==> src/inc/spb_pkg.sv <==
// Shared constants for the serial peripheral pin routing and baud generator block.
package spb_pkg;
	localparam logic [7:0] SPB_CTRL_ADDR  = 8'he8;
	localparam logic [7:0] SPB_BAUD_ADDR  = 8'hea;
	localparam logic [7:0] SPB_STAT_ADDR  = 8'heb;
	localparam logic [7:0] SPB_DATA_ADDR  = 8'hed;
	localparam logic [3:0] SPB_CTRL_RST   = 4'h0;
	localparam logic [7:0] SPB_BAUD_RST   = 8'h00;
	localparam logic [7:0] SPB_BAUD_MASK  = 8'h77;
	localparam int         SPB_CTRL_EN    = 0;
	localparam int         SPB_CTRL_MST   = 1;
	localparam int         SPB_CTRL_BIDIR = 2;
	localparam int         SPB_CTRL_BOE   = 3;
	localparam int         SPB_PRESEL_LSB = 4;
	localparam int         SPB_SEL_LSB    = 0;
	localparam int         SPB_STAT_DONE  = 0;
	localparam int         SPB_STAT_BUSY  = 1;
	localparam int         SPB_STAT_FULL  = 2;
	localparam int         SPB_WORD_W     = 8;
	localparam int         SPB_BUF_DEPTH  = 2;
	localparam logic [2:0] SPB_LAST_BIT   = 3'h7;
	localparam int         SPB_PIN_MOSI   = 0;
	localparam int         SPB_PIN_MISO   = 1;
	localparam int         SPB_PIN_SCK    = 2;
	localparam int         SPB_PIN_SSN    = 3;
	typedef enum logic [1:0] {SPB_IDLE, SPB_SHIFT, SPB_TAIL} spb_state_e;
endpackage

==> src/design/spb_spi_top.sv <==
// Serial peripheral core with bidirectional pin routing, baud divider and transmit buffer.
// Behaviour
// - Master bidir: master-in unused, master-out is input, or I/O when output enabled.
// - Slave bidir: master-out unused, master-in is input, or I/O when output enabled.
// - Divisor equals preselect plus one times two to the select plus one.
// - Serial clock rate is bus clock over the divisor.
// - All divider bits clear divides by two; 001 gives four, 010 gives eight.
// - In master role a change of either divider field aborts to idle.
// - Preselect in bits 6-4, select in 2-0, others read zero, always accessible.
// - Master starts a waiting byte at once after a transfer ends.
// - Done flag sets half a serial clock after the last edge in master role, at the last falling edge in slave role.
module spb_spi_top (
	input  wire logic       SYS_CLK_IN,
	input  wire logic       RSTN_IN,
	input  wire logic [7:0] ADDR_IN,
	input  wire logic [7:0] WDATA_IN,
	input  wire logic       WR_IN,
	input  wire logic       RD_IN,
	output logic      [7:0] RDATA_OUT,
	input  wire logic       MOSI_IN,
	output logic            MOSI_OUT,
	output logic            MOSI_OE_OUT,
	input  wire logic       MISO_IN,
	output logic            MISO_OUT,
	output logic            MISO_OE_OUT,
	input  wire logic       SCK_IN,
	output logic            SCK_OUT,
	output logic            SCK_OE_OUT,
	input  wire logic       SS_N_IN
);
	logic [3:0]                 ctrl;
	logic [7:0]                 baud;
	logic                       done;
	logic [7:0]                 rx_byte;
	spb_pkg::spb_state_e        state;
	spb_pkg::spb_state_e        next_state;
	logic [7:0]                 sh;
	logic [7:0]                 next_sh;
	logic [2:0]                 bit_cnt;
	logic [2:0]                 next_cnt;
	logic                       rx_bit;
	logic                       next_rxb;
	logic                       sck_q;
	logic                       next_sck;
	logic                       xfer_done;
	logic                       pop;
	logic [3:0]                 sync1;
	logic [3:0]                 sync2;
	logic                       sck_d;
	logic                       ssn_d;
	logic                       tick;
	logic                       fifo_v;
	logic                       fifo_rdy;
	logic [7:0]                 fifo_d;

	// Pins from the far party pass two flops before any logic looks at them.
	genvar gi;
	generate
		for (gi = 0; gi < 4; gi++) begin : g_sync
			always_ff @(posedge SYS_CLK_IN or negedge RSTN_IN) begin
				if (!RSTN_IN) begin
					sync1[gi] <= (gi == spb_pkg::SPB_PIN_SSN) ? 1'b1 : 1'b0;
					sync2[gi] <= (gi == spb_pkg::SPB_PIN_SSN) ? 1'b1 : 1'b0;
				end else begin
					sync1[gi] <= (gi == spb_pkg::SPB_PIN_MOSI) ? MOSI_IN :
						(gi == spb_pkg::SPB_PIN_MISO) ? MISO_IN :
						(gi == spb_pkg::SPB_PIN_SCK) ? SCK_IN : SS_N_IN;
					sync2[gi] <= sync1[gi];
				end
			end
		end
	endgenerate

	wire       s_mosi   = sync2[spb_pkg::SPB_PIN_MOSI];
	wire       s_miso   = sync2[spb_pkg::SPB_PIN_MISO];
	wire       s_sck    = sync2[spb_pkg::SPB_PIN_SCK];
	wire       s_ssn    = sync2[spb_pkg::SPB_PIN_SSN];
	wire       sck_rise = s_sck && !sck_d;
	wire       sck_fall = !s_sck && sck_d;
	wire       ss_fall  = !s_ssn && ssn_d;

	wire       enable   = ctrl[spb_pkg::SPB_CTRL_EN];
	wire       master   = ctrl[spb_pkg::SPB_CTRL_MST];
	wire       bidir    = ctrl[spb_pkg::SPB_CTRL_BIDIR];
	wire       boe      = ctrl[spb_pkg::SPB_CTRL_BOE];
	wire [2:0] presel   = baud[spb_pkg::SPB_PRESEL_LSB +: 3];
	wire [2:0] sel      = baud[spb_pkg::SPB_SEL_LSB +: 3];

	wire       wr_ctrl  = WR_IN && (ADDR_IN == spb_pkg::SPB_CTRL_ADDR);
	wire       wr_baud  = WR_IN && (ADDR_IN == spb_pkg::SPB_BAUD_ADDR);
	wire       wr_stat  = WR_IN && (ADDR_IN == spb_pkg::SPB_STAT_ADDR);
	wire       wr_data  = WR_IN && (ADDR_IN == spb_pkg::SPB_DATA_ADDR);
	// reserved bits are dropped on write so they always read zero.
	wire [7:0] baud_new = WDATA_IN & spb_pkg::SPB_BAUD_MASK;
	// only a real change of a divider field aborts, and only in master role.
	wire       abort    = master && wr_baud && (baud_new != baud);
	wire       clr_done = wr_stat && WDATA_IN[spb_pkg::SPB_STAT_DONE];

	// bidir master listens on master-out; normal master listens on master-in.
	wire       m_din    = bidir ? s_mosi : s_miso;
	// bidir slave listens on master-in; normal slave listens on master-out.
	wire       s_din    = bidir ? s_miso : s_mosi;
	wire       din      = master ? m_din : s_din;
	wire [7:0] got_byte = master ? sh : {sh[6:0], rx_bit};
	wire       busy     = (state != spb_pkg::SPB_IDLE) || (!master && enable && !s_ssn);

	wire [7:0] stat_rd  = {5'h00, !fifo_rdy, busy, done};
	wire [7:0] rd_mux   = (ADDR_IN == spb_pkg::SPB_CTRL_ADDR) ? {4'h0, ctrl} :
		(ADDR_IN == spb_pkg::SPB_BAUD_ADDR) ? baud :
		(ADDR_IN == spb_pkg::SPB_STAT_ADDR) ? stat_rd :
		(ADDR_IN == spb_pkg::SPB_DATA_ADDR) ? rx_byte : 8'h00;

	// A full buffer refuses the write; software must watch the full status bit.
	spb_fifo2 #(
		.WIDTH (spb_pkg::SPB_WORD_W),
		.DEPTH (spb_pkg::SPB_BUF_DEPTH)
	) u_buf (
		.clk_in        (SYS_CLK_IN),
		.rstn_in       (RSTN_IN),
		.in_valid_in   (wr_data),
		.in_ready_out  (fifo_rdy),
		.in_data_in    (WDATA_IN),
		.out_valid_out (fifo_v),
		.out_ready_in  (pop),
		.out_data_out  (fifo_d)
	);

	// the divider only runs while a master transfer is under way.
	spb_baud_gen u_baud (
		.clk_in    (SYS_CLK_IN),
		.rstn_in   (RSTN_IN),
		.run_in    (master && enable && (state != spb_pkg::SPB_IDLE)),
		.presel_in (presel),
		.sel_in    (sel),
		.tick_out  (tick)
	);

	always_comb begin
		next_state = state;
		next_sh    = sh;
		next_cnt   = bit_cnt;
		next_rxb   = rx_bit;
		next_sck   = sck_q;
		xfer_done  = 1'b0;
		pop        = 1'b0;
		if (!enable || abort) begin
			// abort drops the clock low and returns to idle.
			next_state = spb_pkg::SPB_IDLE;
			next_sck   = 1'b0;
			next_cnt   = 3'h0;
		end else if (master) begin
			case (state)
				spb_pkg::SPB_IDLE: begin
					if (fifo_v) begin
						pop        = 1'b1;
						next_state = spb_pkg::SPB_SHIFT;
						next_sh    = fifo_d;
						next_cnt   = 3'h0;
					end
				end
				spb_pkg::SPB_SHIFT: begin
					if (tick && !sck_q) begin
						next_sck = 1'b1;
						next_rxb = din;
					end else if (tick) begin
						next_sck = 1'b0;
						next_sh  = {sh[6:0], rx_bit};
						next_cnt = bit_cnt + 3'h1;
						if (bit_cnt == spb_pkg::SPB_LAST_BIT) begin
							next_state = spb_pkg::SPB_TAIL;
						end
					end
				end
				spb_pkg::SPB_TAIL: begin
					// one half period after the last falling edge the byte is done.
					if (tick) begin
						xfer_done  = 1'b1;
						next_state = spb_pkg::SPB_IDLE;
						// a waiting byte starts with no idle gap.
						if (fifo_v) begin
							pop        = 1'b1;
							next_state = spb_pkg::SPB_SHIFT;
							next_sh    = fifo_d;
							next_cnt   = 3'h0;
						end
					end
				end
				default: begin
					next_state = spb_pkg::SPB_IDLE;
				end
			endcase
		end else begin
			next_state = spb_pkg::SPB_IDLE;
			next_sck   = 1'b0;
			if (s_ssn) begin
				next_cnt = 3'h0;
			end else if (ss_fall) begin
				next_cnt = 3'h0;
				pop      = fifo_v;
				next_sh  = fifo_v ? fifo_d : sh;
			end else if (sck_rise) begin
				next_rxb = din;
			end else if (sck_fall) begin
				next_sh  = {sh[6:0], rx_bit};
				next_cnt = bit_cnt + 3'h1;
				// the bit count wraps per byte, so select may stay low throughout.
				if (bit_cnt == spb_pkg::SPB_LAST_BIT) begin
					xfer_done = 1'b1;
					pop       = fifo_v;
					next_sh   = fifo_v ? fifo_d : {sh[6:0], rx_bit};
				end
			end
		end
	end

	always_ff @(posedge SYS_CLK_IN or negedge RSTN_IN) begin
		if (!RSTN_IN) begin
			state   <= spb_pkg::SPB_IDLE;
			sh      <= 8'h00;
			bit_cnt <= 3'h0;
			rx_bit  <= 1'b0;
			sck_q   <= 1'b0;
			sck_d   <= 1'b0;
			ssn_d   <= 1'b1;
		end else begin
			state   <= next_state;
			sh      <= next_sh;
			bit_cnt <= next_cnt;
			rx_bit  <= next_rxb;
			sck_q   <= next_sck;
			sck_d   <= s_sck;
			ssn_d   <= s_ssn;
		end
	end

	always_ff @(posedge SYS_CLK_IN or negedge RSTN_IN) begin
		if (!RSTN_IN) begin
			ctrl      <= spb_pkg::SPB_CTRL_RST;
			baud      <= spb_pkg::SPB_BAUD_RST;
			done      <= 1'b0;
			rx_byte   <= 8'h00;
			RDATA_OUT <= 8'h00;
		end else begin
			ctrl      <= wr_ctrl ? WDATA_IN[3:0] : ctrl;
			// the divider register accepts writes at any time.
			baud      <= wr_baud ? baud_new : baud;
			// a completion in the clearing cycle still leaves the flag set.
			done      <= xfer_done || (done && !clr_done);
			rx_byte   <= xfer_done ? got_byte : rx_byte;
			RDATA_OUT <= RD_IN ? rd_mux : 8'h00;
		end
	end

	// Pin drivers are registered so that no decode glitch reaches the pads.
	always_ff @(posedge SYS_CLK_IN or negedge RSTN_IN) begin
		if (!RSTN_IN) begin
			MOSI_OUT    <= 1'b0;
			MISO_OUT    <= 1'b0;
			MOSI_OE_OUT <= 1'b0;
			MISO_OE_OUT <= 1'b0;
			SCK_OUT     <= 1'b0;
			SCK_OE_OUT  <= 1'b0;
		end else begin
			MOSI_OUT    <= sh[7];
			MISO_OUT    <= sh[7];
			// master drives master-out unless bidir with output enable low.
			MOSI_OE_OUT <= enable && master && (!bidir || boe);
			// slave drives master-in while selected, unless bidir input only.
			MISO_OE_OUT <= enable && !master && !s_ssn && (!bidir || boe);
			SCK_OUT     <= sck_q;
			SCK_OE_OUT  <= enable && master;
		end
	end

	a_bidir_master_in : assert property (@(posedge SYS_CLK_IN) disable iff (!RSTN_IN)
		(enable && master && bidir && !boe && !wr_ctrl) |=> (!MOSI_OE_OUT && !MISO_OE_OUT))
		else $error("Bidir master drives a pin with output enable low.");

	a_bidir_slave_io : assert property (@(posedge SYS_CLK_IN) disable iff (!RSTN_IN)
		(enable && !master && bidir && boe && !s_ssn && !wr_ctrl)
		|=> (MISO_OE_OUT && !MOSI_OE_OUT))
		else $error("Bidir slave must drive master-in only.");

	a_normal_pins : assert property (@(posedge SYS_CLK_IN) disable iff (!RSTN_IN)
		(enable && master && !bidir && !wr_ctrl) |=> (MOSI_OE_OUT && !MISO_OE_OUT))
		else $error("Normal master must drive master-out only.");

	a_abort_idle : assert property (@(posedge SYS_CLK_IN) disable iff (!RSTN_IN)
		abort |=> (state == spb_pkg::SPB_IDLE) && !sck_q)
		else $error("Divider change did not abort the transfer.");

	a_baud_reserved : assert property (@(posedge SYS_CLK_IN) disable iff (!RSTN_IN)
		(RD_IN && ADDR_IN == spb_pkg::SPB_BAUD_ADDR)
		|=> (RDATA_OUT[7] == 1'b0) && (RDATA_OUT[3] == 1'b0))
		else $error("Reserved divider bits read non-zero.");

	a_back_to_back : assert property (@(posedge SYS_CLK_IN) disable iff (!RSTN_IN)
		(enable && master && !abort && state == spb_pkg::SPB_TAIL && tick && fifo_v)
		|=> state == spb_pkg::SPB_SHIFT && bit_cnt == 3'h0)
		else $error("Waiting byte not started at once.");

	a_done_after_tail : assert property (@(posedge SYS_CLK_IN) disable iff (!RSTN_IN)
		(enable && master && !abort && state == spb_pkg::SPB_TAIL && tick) |=> done)
		else $error("Done flag missing after the last half period.");

	a_sck_only_busy : assert property (@(posedge SYS_CLK_IN) disable iff (!RSTN_IN)
		(state == spb_pkg::SPB_IDLE) |-> ##1 $stable(sck_q) || !sck_q)
		else $error("Serial clock moved while idle.");
endmodule

==> src/design/spb_fifo2.sv <==
// Two-entry buffer with valid and ready on both sides for transmit words.
module spb_fifo2 #(
	parameter int WIDTH = 8,
	parameter int DEPTH = 2
) (
	input  wire logic             clk_in,
	input  wire logic             rstn_in,
	input  wire logic             in_valid_in,
	output logic                  in_ready_out,
	input  wire logic [WIDTH-1:0] in_data_in,
	output logic                  out_valid_out,
	input  wire logic             out_ready_in,
	output logic      [WIDTH-1:0] out_data_out
);
	localparam int PW = $clog2(DEPTH);
	logic [WIDTH-1:0] mem [DEPTH];
	logic [PW-1:0]    wptr;
	logic [PW-1:0]    rptr;
	logic [PW:0]      cnt;
	wire              push = in_valid_in && in_ready_out;
	wire              pop  = out_valid_out && out_ready_in;

	// The count is one bit wider than the pointers, so a full buffer is told apart from an empty one.
	assign in_ready_out  = cnt != (PW+1)'(DEPTH);
	assign out_valid_out = cnt != '0;
	assign out_data_out  = mem[rptr];

	always_ff @(posedge clk_in) begin
		if (push) begin
			mem[wptr] <= in_data_in;
		end
	end

	always_ff @(posedge clk_in or negedge rstn_in) begin
		if (!rstn_in) begin
			wptr <= '0;
			rptr <= '0;
			cnt  <= '0;
		end else begin
			if (push) begin
				wptr <= (wptr == PW'(DEPTH - 1)) ? '0 : wptr + 1'b1;
			end
			if (pop) begin
				rptr <= (rptr == PW'(DEPTH - 1)) ? '0 : rptr + 1'b1;
			end
			cnt <= cnt + (PW+1)'(push) - (PW+1)'(pop);
		end
	end

	a_buf_no_overflow : assert property (@(posedge clk_in) disable iff (!rstn_in)
		cnt <= (PW+1)'(DEPTH)) else $error("Buffer count beyond depth.");
endmodule

==> src/design/spb_baud_gen.sv <==
// Preselect counter followed by a power-of-two stage, giving half serial clock ticks.
module spb_baud_gen (
	input  wire logic       clk_in,
	input  wire logic       rstn_in,
	input  wire logic       run_in,
	input  wire logic [2:0] presel_in,
	input  wire logic [2:0] sel_in,
	output logic            tick_out
);
	logic [2:0] pc;
	logic [6:0] qc;
	logic [9:0] gap;
	// the pow2 stage ends at two to the select value minus one, halving the divisor.
	wire  [6:0] qmax    = 7'((8'h01 << sel_in) - 8'h01);
	wire  [9:0] half_m1 = 10'(({7'h00, presel_in} + 10'h001) << sel_in) - 10'h001;

	// ticks come only while the master engine runs.
	assign tick_out = run_in && (pc == presel_in) && (qc == qmax);

	always_ff @(posedge clk_in or negedge rstn_in) begin
		if (!rstn_in) begin
			pc  <= 3'h0;
			qc  <= 7'h00;
			gap <= 10'h000;
		end else if (!run_in) begin
			pc  <= 3'h0;
			qc  <= 7'h00;
			gap <= 10'h000;
		end else begin
			pc  <= (pc == presel_in) ? 3'h0 : pc + 3'h1;
			qc  <= (pc != presel_in) ? qc : (tick_out ? 7'h00 : qc + 7'h01);
			gap <= tick_out ? 10'h000 : gap + 10'h001;
		end
	end

	a_half_period_len : assert property (@(posedge clk_in) disable iff (!rstn_in)
		tick_out |-> gap == half_m1) else $error("Half period length differs from divisor.");
	a_reset_div_two : assert property (@(posedge clk_in) disable iff (!rstn_in)
		(run_in && presel_in == 3'h0 && sel_in == 3'h0) |-> tick_out)
		else $error("Zero setting must tick every cycle.");
endmodule

==> config.mk <==
export PLATFORM = sky130hd
export DESIGN_NAME = spb_spi_top
export DESIGN_NICKNAME = d
export VERILOG_FILES = /design/src/inc/spb_pkg.sv /design/src/design/spb_spi_top.sv /design/src/design/spb_fifo2.sv /design/src/design/spb_baud_gen.sv
export SDC_FILE = /design/constraint.sdc
export NUM_CORES = 1
export LEC_CHECK = 0
export ABC_CLOCK_PERIOD_IN_PS = 3900
export BUFFER_PORTS_ARGS = -buffer_cell sky130_fd_sc_hd__buf_2
export CAP_MARGIN = 20
export CORE_MARGIN = 8
export CORE_UTILIZATION = 40
export CTS_BUF_LIST = sky130_fd_sc_hd__clkbuf_16
export CTS_CLUSTER_SIZE = 16
export DETAILED_ROUTE_END_ITERATION = 10
export PLACE_DENSITY = 0.56
export SLEW_MARGIN = 20
export SYNTH_ARGS = -nofsm -noshare
export SYNTH_HDL_FRONTEND = slang
export SYNTH_SLANG_ARGS = --single-unit
==> constraint.sdc <==
create_clock -name SYS_CLK_IN -period 3.9 [get_ports SYS_CLK_IN]
set_clock_uncertainty 0.15 [all_clocks]
set_input_delay 0 -clock SYS_CLK_IN [delete_from_list [all_inputs] [get_ports SYS_CLK_IN]]
set_output_delay 0 -clock SYS_CLK_IN [all_outputs]
set_load 0.03 [all_outputs]
==> results of run 1 <==
-- flip-flops by register name, summed over array words and instances (netlist names), 2 cells and up --
name,count
RDATA_OUT,8
baud,6
bit_cnt,3
ctrl,4
rx_byte,8
sh,8
state,2
sync1,4
u_baud.pc,3
u_baud.qc,7
u_buf.cnt,2
u_buf.mem,16
-- cells in the final DEF (no fill, tap or decap), types with 6 or more instances in the layout --
master	instances
xnor2_1	10
a21oi_1	8
mux2_1	8
dfrtp_1	68
mux2_2	19
xor2_1	7
nand2_1	44
mux2_4	7
dlygate4sd3_1	20
inv_1	13
nor2b_1	11
nand3_1	9
mux2i_1	13
ha_1	6
clkbuf_16	10
buf_2	37
nor3_1	10
nor2_1	29
o21ai_0	25
edfxtp_1	16
and3_1	8
o211ai_1	10
-- where the power goes --
part	leakage (uW)	switching (uW)	total, uW	internal [uW]
Sequential	0.00109	71.4	1040	971
Clock	0.000149	352	882	530
Combinational	0.00110	171	319	148
-- cell type report --
class | count | area, um2 | area share (%)
Sequential cell | 87 | 2260 | 43.9
Clock buffer | 10 | 250 | 4.86
Inverter | 13 | 48.8 | 0.947
Tap cell | 140 | 175 | 3.40
Multi-Input combinational cell | 284 | 1960 | 38.0
Timing Repair Buffer | 59 | 400 | 7.77
Clock inverter | 5 | 56.3 | 1.09
-- what timing repair did --
action                                  in CTS  in global routing
setup buffers                                0                  0
endpoints found under the hold margin       58                  0
hold buffers                                20                  0
endpoints found under the setup margin       0                  0
-- metal layers --
| layer | GRT usage (%) | wire length (um) |
|---|---|---|
| met1 | 19.3 | 4730 |
| met2 | 22.8 | 4710 |
| met3 | 2.38 | 358 |
| met4 | 6.71 | 219 |
| met5 | 0 | 0 |
-- cell usage after synthesis (4+ instances only) --
library cell and number:
mux2i_1 13, edfxtp_1 16, clkbuf_1 11, mux2_2 19
mux2_1 8, nand3_1 9, mux2_4 7, and3_1 8
dfrtp_1 68, a31oi_1 4, nand2_1 44, o211ai_1 10
nor2_1 29, nand2b_1 4, nor2b_1 11, o221ai_1 5
nor3_1 10, a22oi_1 5, ha_1 6, xor2_1 7
inv_1 13, nand3b_1 5, o21ai_0 25, xnor2_1 10
a21oi_1 8
-- path summary, 6_finish.rpt --
kind,slack (ns),end,from,depth (start not counted)
max in group asynchronous,2.62,sh[5],RSTN_IN,3
worst min register to register,0.20,s_miso,sync1[1],0
worst max-delay path,0.60,sh[4],baud[1],7
min in group asynchronous,0.20,rx_bit,RSTN_IN,3
worst min-delay path,0.02,RDATA_OUT[7],ADDR_IN[1],4
worst max register to register,0.60,sh[4],baud[1],7
-- metrics by stage --
step | cells | hold slack [ns] | worst slack [ns]
2_1_floorplan | 402 | -0.446 | 1.18
3_3_place_gp | 563 | -0.234 | 0.757
3_5_place_dp | 563 | -0.236 | 0.642
4_1_cts | 598 | 0.00353 | 0.626
5_1_grt | 598 | 0.0970 | 0.374
6_report | 598 | 0.0204 | 0.597
-- worst register-to-register path: stages, from the launching register on --
cell and delay, ns:
dfrtp_1 0.57, nor2_1 0.11, or4b_1 0.47, a32oi_1 0.27
nand3_1 0.38, or3_1 0.51, and3_1 0.36, mux2_4 0.36
-- cells by family after synthesis --
kind of cell | count (synthesis)
AND/OR/NAND/NOR | 134
flip-flops | 87
AO/OA/AOI/OAI | 80
multiplexers | 47
buffers and inverters | 31
XOR/XNOR | 17
adder cells (fa/ha/maj) | 6
==> results, run 1 <==
- Counting along the longest clock path gives a buffer depth of 2.
- The core region is 0.0107 mm2.
- Clock tree synthesis inserted a total of 9 buffers.
- At the worst endpoint, the required time is 3.98 ns.
- Summing the areas of all xor and xnor instances in the mapped netlist gives 3.42% of the synthesized area.
- Measured on the finished design, the core utilization comes to 47.9%.
- The share of the cycle needed by the critical path after routing is 84.7%.
- After synthesis, the largest family of logic cells by area is simple AND/OR/NAND/NOR gates.
- IR analysis of the VDD net gives a maximum drop of 0.000264 V.
- The average routed wire per standard cell is 16.8 um.
- The die height is 120 um.
- The routed layout has 3173 vias.
- The total power per unit cell area is 435 mW/mm2.
- In the routed layout, each cell is associated on average with a via count of 5.31.
- The share of the yosys chip area belonging to registers is 51.9%.
- The die is 120 um wide.
- The placement row count is 38.
- Counting every sink on the clock net gives 87.
- The total design power is 2240 uW.
- The wire length of the first global-routing pass is 16.5 mm.
- The maximum cell stage delay along the critical path is 0.57 ns.
- The adder and majority gate portion of the synthesized area is 1.72%.
- The effective utilization at floorplan is 40.6%.
- The class of the tightest hold or removal check is input pin to flop.
- The critical path in this run is classified as flop to flop.
- The run finished with clean final reports.
- The post-synthesis simple-gate area fraction is 15.1%.
- The cell with the largest stage delay on the worst path is dfrtp_1.
- The cell area after placement is 0.00464 mm2.
- The analysis attributes to cell leakage a power of 0.00234 uW.
- The final max-slew violation count is 0.
- The combined area of all synthesized cells is 0.00436 mm2.
- In the post-synthesis netlist, the biggest area contributors are dfrtp_1 39%, edfxtp_1 11%, mux2_2 4.9%.
- The worst endpoint data arrival time is 3.38 ns.
- Max-cap violations in this run came to 0.
- The layout cell share with drive strength beyond 1 is 18.8%.
- Entering global routing, the biggest net connects 58 pins.
- For this run, the total global-route usage over all layers was measured as 14.5%.
- The synthesized netlist devotes 12.4% of its cell area to compound gates.
- The total number of H-tree levels is 3.
- After detailed routing, the total wire length is 10.0 mm.
- At the end of the flow, the number of nets in the layout was 484.
- The most used flip-flop cell after synthesis is dfrtp_1.
- The routed design could run at a clock period as short as 3.30 ns.
- The count of final hold-check violations was 0.
- After technology mapping, the gate count stands at 402.
- The half-perimeter wire length after placement is 7.21 mm.
- The cell family with the largest share of critical-path delay is simple AND/OR/NAND/NOR gates.
- The final design instance area without fill is 0.00515 mm2.
- The number of nets in the synthesized netlist is 432.
- Averaged over all synthesized cells, the footprint is 10.8 um2.
- The biggest area contributor in the post-synthesis netlist is dfrtp_1.
- The pin slew with the least headroom to its limit is 0.775 ns.
- The sum of buffers and inverters on the critical path is 0.
- The signal on the critical path passes through nor2_1, or4b_1, a32oi_1, nand3_1, or3_1, and3_1, mux2_4.
- The number of flops mapped to enable cells by yosys is 16.
- For this design the top-level I/O count stands at 38.
- The total overflow left after global routing is 0.
- The worst setup path is captured at a flop.
- Setup violations remaining at the end of the flow were counted as 0.
- In this run, synthesis produced a sequential element count of 87.
- Clock latency on the worst-skew pair, taken at its later pin, is 0.34 ns.
- After synthesis, the share of flip-flops with an asynchronous set or reset is 81.6%.
- The placer congestion estimate is 0.791.
- Setup repair after global routing left no endpoint under its margin.
- After detailed routing, the number of remaining DRC violations is 0.
- The number of inserted diodes is 0.
- The post-cts repair resize count is 0.
- The normalized max-slew margin is 48.2%.
- The via count of the first global-routing pass is 3108.
- The initial antenna violation count was 0.
- The die covers 0.0145 mm2.
- TritonCTS built the clock tree.
- The number of DRC violations after detailed-routing iteration 0 is 181.
- The buffer type at the clock tree root is clkbuf_16.
- The count of TritonRoute iterations in the first routing pass is 4.
- The largest fanout on the critical path is 12.
- The count of fill cells added during filler insertion is 1023.
- The mux share of post-synthesis cell area is 12.4%.
- The clock-pin slew on the worst setup and hold paths is 0.06 ns.
- The netlist uses 57 different library cells.
- After routing, the total negative slack on setup checks comes to 0 ns.
- The detail route stage leaves a number of antenna-violating nets equal to 0.
- Summed over its instances, the top area cell type makes up 39.0% of the synthesized netlist area.
- STA classifies the critical path startpoint as a flop.
- The area overhead of the layout relative to synthesis is 18.2%.
- During synthesis, Yosys emitted a total of 0 warnings.
- The maximum achievable frequency is 303 MHz.
- The number of input and output port buffers inserted is 37.
Power figures use the tool's default switching activity.
==> run 2, diff against run 1 <==
--- a/config.mk
+++ b/config.mk
@@ -5,7 +5,8 @@
 export SDC_FILE = /design/constraint.sdc
 export NUM_CORES = 1
 export LEC_CHECK = 0
-export ABC_CLOCK_PERIOD_IN_PS = 3900
+export ABC_AREA = 1
+export ABC_CLOCK_PERIOD_IN_PS = 3200
 export BUFFER_PORTS_ARGS = -buffer_cell sky130_fd_sc_hd__buf_2
 export CAP_MARGIN = 20
 export CORE_MARGIN = 8
==> constraint.sdc (replaced) <==
create_clock -name SYS_CLK_IN -period 3.2 [get_ports SYS_CLK_IN]
set_clock_uncertainty 0.15 [all_clocks]
set_input_delay 0 -clock SYS_CLK_IN [delete_from_list [all_inputs] [get_ports SYS_CLK_IN]]
set_output_delay 0 -clock SYS_CLK_IN [all_outputs]
set_load 0.03 [all_outputs]
==> run 2 against run 1 <==
  * Global-route usage rose by 2.2 points
  * First-iteration DRC count increased by 70%
  * Sequential power increased by 16%
  * Final area increased by 4.9%
  * Wire length is 19% higher
  * Worst setup slack improved by 0.060 ns
  * Combinational power decreased by 16%
  * Die area up 4.0%
  * Via count grew 23%
  * Power grew 17%
  * Critical path type is now input pin to flop
==> results, run 2 <==
- The flow ran to the end, and the final reports show no timing, DRC or antenna violations.
- The number of nets in the finished design is 654 (+35%).
- Of the available clock period, the critical path in the final layout requires 79.5%.
- The number of warnings printed during yosys synthesis is 0 (unchanged).
- The largest fanout on the critical path is 15 (+3).
- The number of inserted diodes was 0 (unchanged).
- The area share of the largest cell type after synthesis came to 37.3% (-1.7 points).
- The number of buffers inserted to repair setup after CTS is 0 (unchanged).
- In the layout the commonest cells are 161 x nand2_1, 72 x inv_1, 68 x dfrtp_1.
- The total power per unit cell area is 484 mW/mm2 (+11%).
- The number of flops mapped to enable cells by yosys is 16 (unchanged).
- The maximum buffer depth of the clock tree is 2 (unchanged).
- STA classifies the critical path endpoint as a flop.
- u_buf.mem holds more flip-flops than any other register.
- The end point of the worst hold path is RDATA_OUT[6].
- The die width is 123 um (+2.0%).
- The setup TNS is 0 ns (unchanged).
- The internal reg-to-reg setup slack came to 0.68 ns (+0.08 ns).
- Ranked by instance count, the synthesized netlist is headed by 161 x nand2_1, 71 x inv_1, 68 x dfrtp_1.
- The cell with the largest stage delay on the worst path is dlygate4sd3_1.
- The number of distinct library cells after synthesis is 37 (-35%).
- The pin slew with the least headroom to its limit is 0.930 ns (+0.155 ns).
- The async set or reset register ratio after synthesis is 81.6% (unchanged).
- The number of maximum-capacitance violations is 0 (unchanged).
- The synthesized area per cell is 8.08 um2 (-25%).
- The normalized max-slew margin came to 38.0% (-10 points).
- The worst register-to-register path ends at u_buf.cnt[1].
- The share of power burned in registers is 46.1% (-0.4 points).
- The final wirelength is 11.9 mm (+19%).
- The placer congestion estimate was 0.858 (+8.5%).
- On the critical path the largest part of the delay comes from buffers and inverters.
- Walking the worst path, the cells encountered are dlygate4sd3_1, buf_2, nor3_4, buf_4, nand3_2, nor2_2, nand2_2, nand2_2, inv_2, nand2_1, inv_1, ha_1, inv_1, ha_1, xnor2_1, xor2_1.
- The final cell count without fillers is 772 (+29%).
- The combined area of all synthesized cells came to 0.00456 mm2 (+4.6%).
- The number of DRC violations after detailed-routing iteration 0 is 308 (+70%).
- The sum of buffers and inverters on the critical path is 6 (+6).
- nand2_1 is the most common cell in the netlist.
- The via count of the first global-routing pass is 3821 (+23%).
- Ranked by total cell area, the synthesized netlist is headed by dfrtp_1 37%, nand2_1 13%, edfxtp_1 11%.
- The part of the power in combinational logic came to 10.2% (-4.0 points).
- The maximum achievable frequency is 393 MHz.
- Setup repair after global routing left no endpoint under its margin.
- The leakage dissipation is 0.00271 uW (+16%).
- The detailed-route via count was 3911 (+23%).
- The effective utilization at floorplan is 40.4% (-0.13 points).
- The half-perimeter wire length after placement is 8.70 mm (+21%).
- The wire length of the first global-routing pass was 19.3 mm (+17%).
- The worst setup path is launched from an input pin.
- The most common library cell in the layout ignoring fill and taps is nand2_1.
- The worst register-to-register path begins at baud[1].
- The post-cts repair resize count is 0 (unchanged).
- The count of final setup violators came to 0 (unchanged).
- The average routed wire per standard cell is 15.5 um (-7.8%).
- The critical path required time is 3.32 ns (-0.66 ns).
- The number of buffers added by the clock tree synthesis step is 9 (unchanged).
- The clock-pin slew on the worst setup and hold paths is 0.06 ns (about the same).
- The largest total area in the synthesized netlist belongs to dfrtp_1.
- The number of cells in the design after placement was 740 (+31%).
- The maximum cell stage delay along the critical path is 0.54 ns (-0.03 ns).
- The net switching power is 676 uW (+14%).
- The clock insertion delay at the later pin of the skew report is 0.35 ns (about the same).
- The share of the yosys chip area belonging to registers came to 49.6% (-2.3 points).
- The number of vias per cell is 5.07 (-4.5%).
- In this run the most critical hold path is launched from ADDR_IN[0].
- The critical path in this run is classified as input pin to flop.
- The pin count of the biggest net entering global routing came to 72 (+24%).
- The number of flip-flops in the largest register came to 16 (unchanged).
- The combined global-route utilization of all metal layers is 16.7% (+2.2 points).
- The logic depth of the worst register-to-register path is 13 (+6).
- The CTS tree is built.
- The total number of H-tree levels was 3 (unchanged).
- The count of mapped cells out of synthesis is 564 (+40%).
- The area of the die is 0.0151 mm2 (+4.0%).
- The number of cells on the worst hold path was 5 (+1).
- The area growth from synthesis to layout is 18.6%.
- The class of the tightest hold or removal check is input pin to flop.
- The proportion of power drawn by the clock network is 43.6% (+4.3 points).
- The worst endpoint data arrival time is 2.67 ns (-0.71 ns).
- The number of nets in the synthesized netlist is 594 (+38%).
- The number of remaining DRC errors is 0 (unchanged).
- The count of TritonRoute iterations in the first routing pass was 5 (+1).
- The maximum vdd ir drop is 0.000386 V (+46%).
- The internal power consumption was 1940 uW (+18%).
- Counting I/O delays and the setup requirement, the final critical path takes 2.54 ns.
- The placeable core region is 0.0113 mm2 (+4.9%).
- The die height is 123 um (+2.0%).
- The proportion of total power due to net switching is 25.8% (-0.66 points).
- The placement row count came to 39 (+2.6%).
- The count of antenna-violating nets left after detailed routing is 0 (unchanged).
- The number of input and output port buffers inserted is 37 (unchanged).
- The count of final hold-check violations is 0 (unchanged).
- The final max-slew violation count is 0 (unchanged).
- The dominant synthesized flop cell is dfrtp_1.
- The count of pins on the block boundary was 38 (unchanged).
- The hold-fix buffer count after cts was 16 (-20%).
- The register bit count reported by yosys is 87 (unchanged).
- The number of clock sinks came to 87 (unchanged).
- The remaining global-route overflow is 0 (unchanged).
- The initial antenna violation count is 0 (unchanged).
- The layout cell share with drive strength beyond 1 is 13.2% (-5.6 points).
- The tree is rooted in a clkbuf_16.
## run 2: cell types whose count changed after synthesis, sizes merged, moves of 8 or more
cell   change
a21oi      +8
and3       -8
inv       +63
mux2      -33
mux2i     -12
nand2    +123
nand3     +42
nand4     +16
nor2      +13
nor2b     -11
o21ai     +11
o22ai     +11
## run 2: tightest hold or removal path, stage by stage
cell and delay (ns):
buf_2 0.14, nor3_4 0.05, buf_4 0.15, nand3_1 0.08, a21oi_1 0.06
## run 2: cell families (layout without fill, tap and decap cells)
family                   Yosys count  after routing  share of synthesized area, %
AND/OR/NAND/NOR                  286            286                          28.0
XOR/XNOR                          17             17                          3.27
multiplexers                       2              2                         0.467
buffers and inverters             88            153                          7.55
flip-flops                        87             87                          49.6
adder cells (fa/ha/maj)            6              6                          1.65
AO/OA/AOI/OAI                     78             78                          9.42
## run 2: power groups by stage
stage | registers, uW | clock network [uW] | logic (uW)
2_1_floorplan | 1210 | 0 | 167
5_1_grt | 1210 | 1210 | 305
4_1_cts | 1210 | 1170 | 271
6_report | 1210 | 1140 | 268
3_5_place_dp | 1230 | 0 | 254
3_3_place_gp | 1230 | 0 | 252
## run 2: worst max path at each step
stage                     slack [ns]            to  cells past startpoint         start
after floorplan                 0.95  u_buf.cnt[1]                     12  u_buf.cnt[0]
after global placement          0.76  u_buf.cnt[1]                     13       baud[1]
after detailed placement        0.69  u_buf.cnt[1]                     13       baud[1]
after CTS                       0.67  u_buf.cnt[1]                     15       baud[2]
after global routing            0.41  u_buf.cnt[1]                     18       baud[2]
final                           0.66  u_buf.cnt[1]                     16    ADDR_IN[4]
## run 2: per-stage QoR
stage                     power [uW]  utilization, %  setup WS (ns)  hold slack, ns  cell area (um2)
after floorplan                 1370               -          0.951          -0.446             4560
after global placement          1480            43.7          0.757         -0.0431             4920
after detailed placement        1480            43.7          0.694         -0.0437             4920
after CTS                       2650            47.9          0.669          0.0108             5400
after global routing            2730            47.9          0.406          0.0360             5400
final                           2620            47.9          0.657          0.0259             5400
## run 2: final cells by class
class / count / area [um2]
clock buffers: 9 / 225
inverters: 77 / 289
flip-flops and latches: 87 / 2260
clock inverters: 7 / 96.3
fillers: 1098 / 5870
repair buffers: 60 / 400
well taps: 143 / 179
multi-input cells: 389 / 1950
## run 2: metal layers
layer | up-vias | part of all wire [%] | global-route usage, %
li1 | 1959 | - | -
met1 | 1854 | 47 | 21.8
met2 | 85 | 47 | 26.8
met3 | 13 | 5.5 | 4.05
met4 | 0 | 1.3 | 5.18
met5 | - | 0 | 0
==> run 3, diff against run 2 <==
--- a/config.mk
+++ b/config.mk
@@ -6,7 +6,7 @@
 export NUM_CORES = 1
 export LEC_CHECK = 0
 export ABC_AREA = 1
-export ABC_CLOCK_PERIOD_IN_PS = 3200
+export ABC_CLOCK_PERIOD_IN_PS = 2670
 export BUFFER_PORTS_ARGS = -buffer_cell sky130_fd_sc_hd__buf_2
 export CAP_MARGIN = 20
 export CORE_MARGIN = 8
==> constraint.sdc (replaced) <==
create_clock -name SYS_CLK_IN -period 2.67 [get_ports SYS_CLK_IN]
set_clock_uncertainty 0.15 [all_clocks]
set_input_delay 0 -clock SYS_CLK_IN [delete_from_list [all_inputs] [get_ports SYS_CLK_IN]]
set_output_delay 0 -clock SYS_CLK_IN [all_outputs]
set_load 0.03 [all_outputs]
==> run 3 against run 2 <==
  * First-iteration DRC count is 13% higher
  * Sequential power is 18% higher
  * Via count is 0.31% lower
  * Power is 12% higher
  * Count of clock-buffer cells in the layout stayed put
==> results, run 3 (synthesis gave the netlist of run 2 again) <==
- In the layout the commonest cells are 161 x nand2_1, 71 x inv_1, 66 x dfrtp_1.
- The placer congestion estimate is 0.870 (+1.4%).
- The logic depth of the worst register-to-register path was 16 (+3).
- The most common library cell in the layout ignoring fill and taps is nand2_1.
- The normalized max-slew margin is 37.6% (-0.38 points).
- The proportion of power drawn by the clock network is 39.9% (-3.7 points).
- The effective utilization at floorplan is 40.4% (unchanged).
- The startpoint identified for the worst hold timing path is ADDR_IN[4].
- The half-perimeter wire length after placement was 8.66 mm (-0.37%).
- The internal reg-to-reg setup slack was 0.30 ns (-0.38 ns).
- The final wirelength is 11.5 mm (-3.7%).
- The placement row count is 39 (unchanged).
- The count of TritonRoute iterations in the first routing pass is 4 (-1).
- The layout cell share with drive strength beyond 1 was 14.5% (+1.3 points).
- The worst register-to-register path begins at baud[2].
- The share of the cycle needed by the critical path after routing is 88.9%.
- The placeable core region is 0.0113 mm2 (unchanged).
- The number of input and output port buffers inserted is 37 (unchanged).
- The pin slew with the least headroom to its limit came to 0.936 ns (+0.00574 ns).
- The clock insertion delay at the later pin of the skew report was 0.35 ns (about the same).
- Setup repair after global routing left no endpoint under its margin.
- The part of the power in combinational logic is 11.4% (+1.2 points).
- The proportion of total power due to net switching was 27.2% (+1.4 points).
- The average routed wire per standard cell was 14.8 um (-4.4%).
- The total number of H-tree levels is 3 (unchanged).
- The start-to-end type of the worst setup path is flop to flop.
- The count of final hold-check violations is 0 (unchanged).
- The post-placement worst setup slack was 0.238 ns (-0.455 ns).
- The pin count of the biggest net entering global routing is 72 (unchanged).
- The number of maximum-capacitance violations came to 0 (unchanged).
- The count of fill cells added during filler insertion was 1076 (-2.0%).
- The number of buffers added by the clock tree synthesis step is 9 (unchanged).
- The maximum buffer depth of the clock tree was 2 (unchanged).
- The largest fanout on the critical path came to 10 (-5).
- The largest register by flop count is u_buf.mem.
- Static timing analysis puts the maximum clock frequency at 421 MHz.
- The number of vias per cell is 5.01 (-1.1%).
- The final critical-path setup slack is 0.297 ns (-0.359 ns).
- The number of remaining DRC errors is 0 (unchanged).
- The wire length of the first global-routing pass is 18.9 mm (-2.1%).
- The detailed-route via count is 3899 (-0.31%).
- The worst hold path terminates at baud[2].
- The number of inserted diodes is 0 (unchanged).
- The worst endpoint data arrival time is 2.50 ns (-0.17 ns).
- The number of nets in the finished design was 660 (+0.92%).
- The via count of the first global-routing pass came to 3827 (+0.16%).
- The number of clock sinks is 87 (unchanged).
- The die width is 123 um (unchanged).
- The register cell area after layout is 0.00226 mm2 (+0.11%).
- The count of antenna-violating nets left after detailed routing is 0 (unchanged).
- The total power per unit cell area is 545 mW/mm2 (+13%).
- The initial antenna violation count is 0 (unchanged).
- The path class of the tightest hold or removal check is input pin to flop.
- The element type at the critical path start is a flop.
- The buffer type at the clock tree root is clkbuf_16.
- STA classifies the critical path endpoint as a flop.
- The multi-input gate area in the final layout is 0.00195 mm2 (unchanged).
- The combined global-route utilization of all metal layers came to 16.4% (-0.31 points).
- The clock-pin slew on the worst setup and hold paths is 0.07 ns (about the same).
- The CTS tree is built.
- The die height is 123 um (unchanged).
- The shortest clock period the worst path allows after layout is 2.37 ns.
- The number of DRC violations after detailed-routing iteration 0 was 347 (+13%).
- The count of final setup violators is 0 (unchanged).
- The leakage dissipation is 0.00273 uW (+0.46%).
- The run finished with clean final reports.
- The count of pins on the block boundary was 38 (unchanged).
- The net switching power is 800 uW (+18%).
- The maximum vdd ir drop is 0.000297 V (-23%).
- The number of cells on the worst hold path was 5 (unchanged).
- The number of flip-flops in the largest register is 16 (unchanged).
- The setup TNS is 0 ns (unchanged).
- The end of the worst register-to-register path is u_buf.cnt[1].
- The area of the die is 0.0151 mm2 (unchanged).
- The final max-slew violation count was 0 (unchanged).
- The remaining global-route overflow is 0 (unchanged).
- The internal power consumption is 2140 uW (+10%).
- The area overhead of the layout relative to synthesis is 18.5% (about the same).
- The critical path required time is 2.79 ns (-0.53 ns).
- The share of power burned in registers is 48.7% (+2.6 points).
run 3: what timing repair did:
item,CTS,global route
resized for setup,0,3
setup buffers,0,0
setup endpoints to repair,0,1
endpoints found under the hold margin,107,0
hold buffers,15,0
run 3: stage by stage:
step | hold slack [ns] | std cells | utilization (%) | area (um2) | power [uW]
floorplan | -0.446 | 564 | - | 4560 | 1650
global placement | -0.0444 | 747 | 44.1 | 4970 | 1780
detailed placement | -0.0435 | 747 | 44.1 | 4970 | 1780
CTS | 0.00878 | 778 | 47.9 | 5400 | 2970
global route | 0.0369 | 778 | 47.9 | 5400 | 3080
finish | 0.0131 | 778 | 47.9 | 5400 | 2940
run 3: layer usage:
layer  vias up  GRT usage, %  wire [um]
met2        87          25.5       5190
li1       1978             -          -
met4         0          7.84        332
met3        23          3.91        608
met1      1811          21.1       5360
met5         -             0          0
run 3: layout make-up:
| type | instances | share of cell area (%) |
|---|---|---|
| flip-flops and latches | 87 | 41.9 |
| well taps | 143 | 3.31 |
| repair buffers | 66 | 8.20 |
| clock buffers | 9 | 4.17 |
| multi-input cells | 389 | 36.2 |
| clock inverters | 7 | 0.881 |
| inverters | 77 | 5.35 |
run 3: worst max path at each step:
stage / slack (ns) / to / cells after the start / from
floorplan: 0.42 / u_buf.cnt[1] / 12 / u_buf.cnt[0]
global placement: 0.29 / u_buf.cnt[1] / 17 / baud[1]
detailed placement: 0.24 / u_buf.cnt[1] / 17 / baud[1]
CTS: 0.22 / u_buf.cnt[1] / 17 / baud[1]
global route: 0.004 / u_buf.cnt[1] / 14 / baud[5]
finish: 0.30 / u_buf.cnt[1] / 16 / baud[2]
run 3: critical path, cell delays in order, from the launching register on:
cell and delay [ns]:
dfrtp_2 0.49, nor2_1 0.21, nand2_1 0.07, nand2_1 0.08, nand3_1 0.07, nor2_1 0.14, nand3_1 0.09, nand2_1 0.07
nand2_1 0.05, nand2_1 0.07, nand2_1 0.07, inv_1 0.06, ha_1 0.22, inv_1 0.05, ha_1 0.15, xnor2_1 0.13
xor2_1 0.15
run 3: power groups by stage:
stage	clock, uW	sequential, uW	combinational [uW]
after floorplan	0	1450	200
after global placement	0	1460	320
after detailed placement	0	1460	324
after CTS	1200	1430	342
after global routing	1260	1440	385
final	1170	1430	336
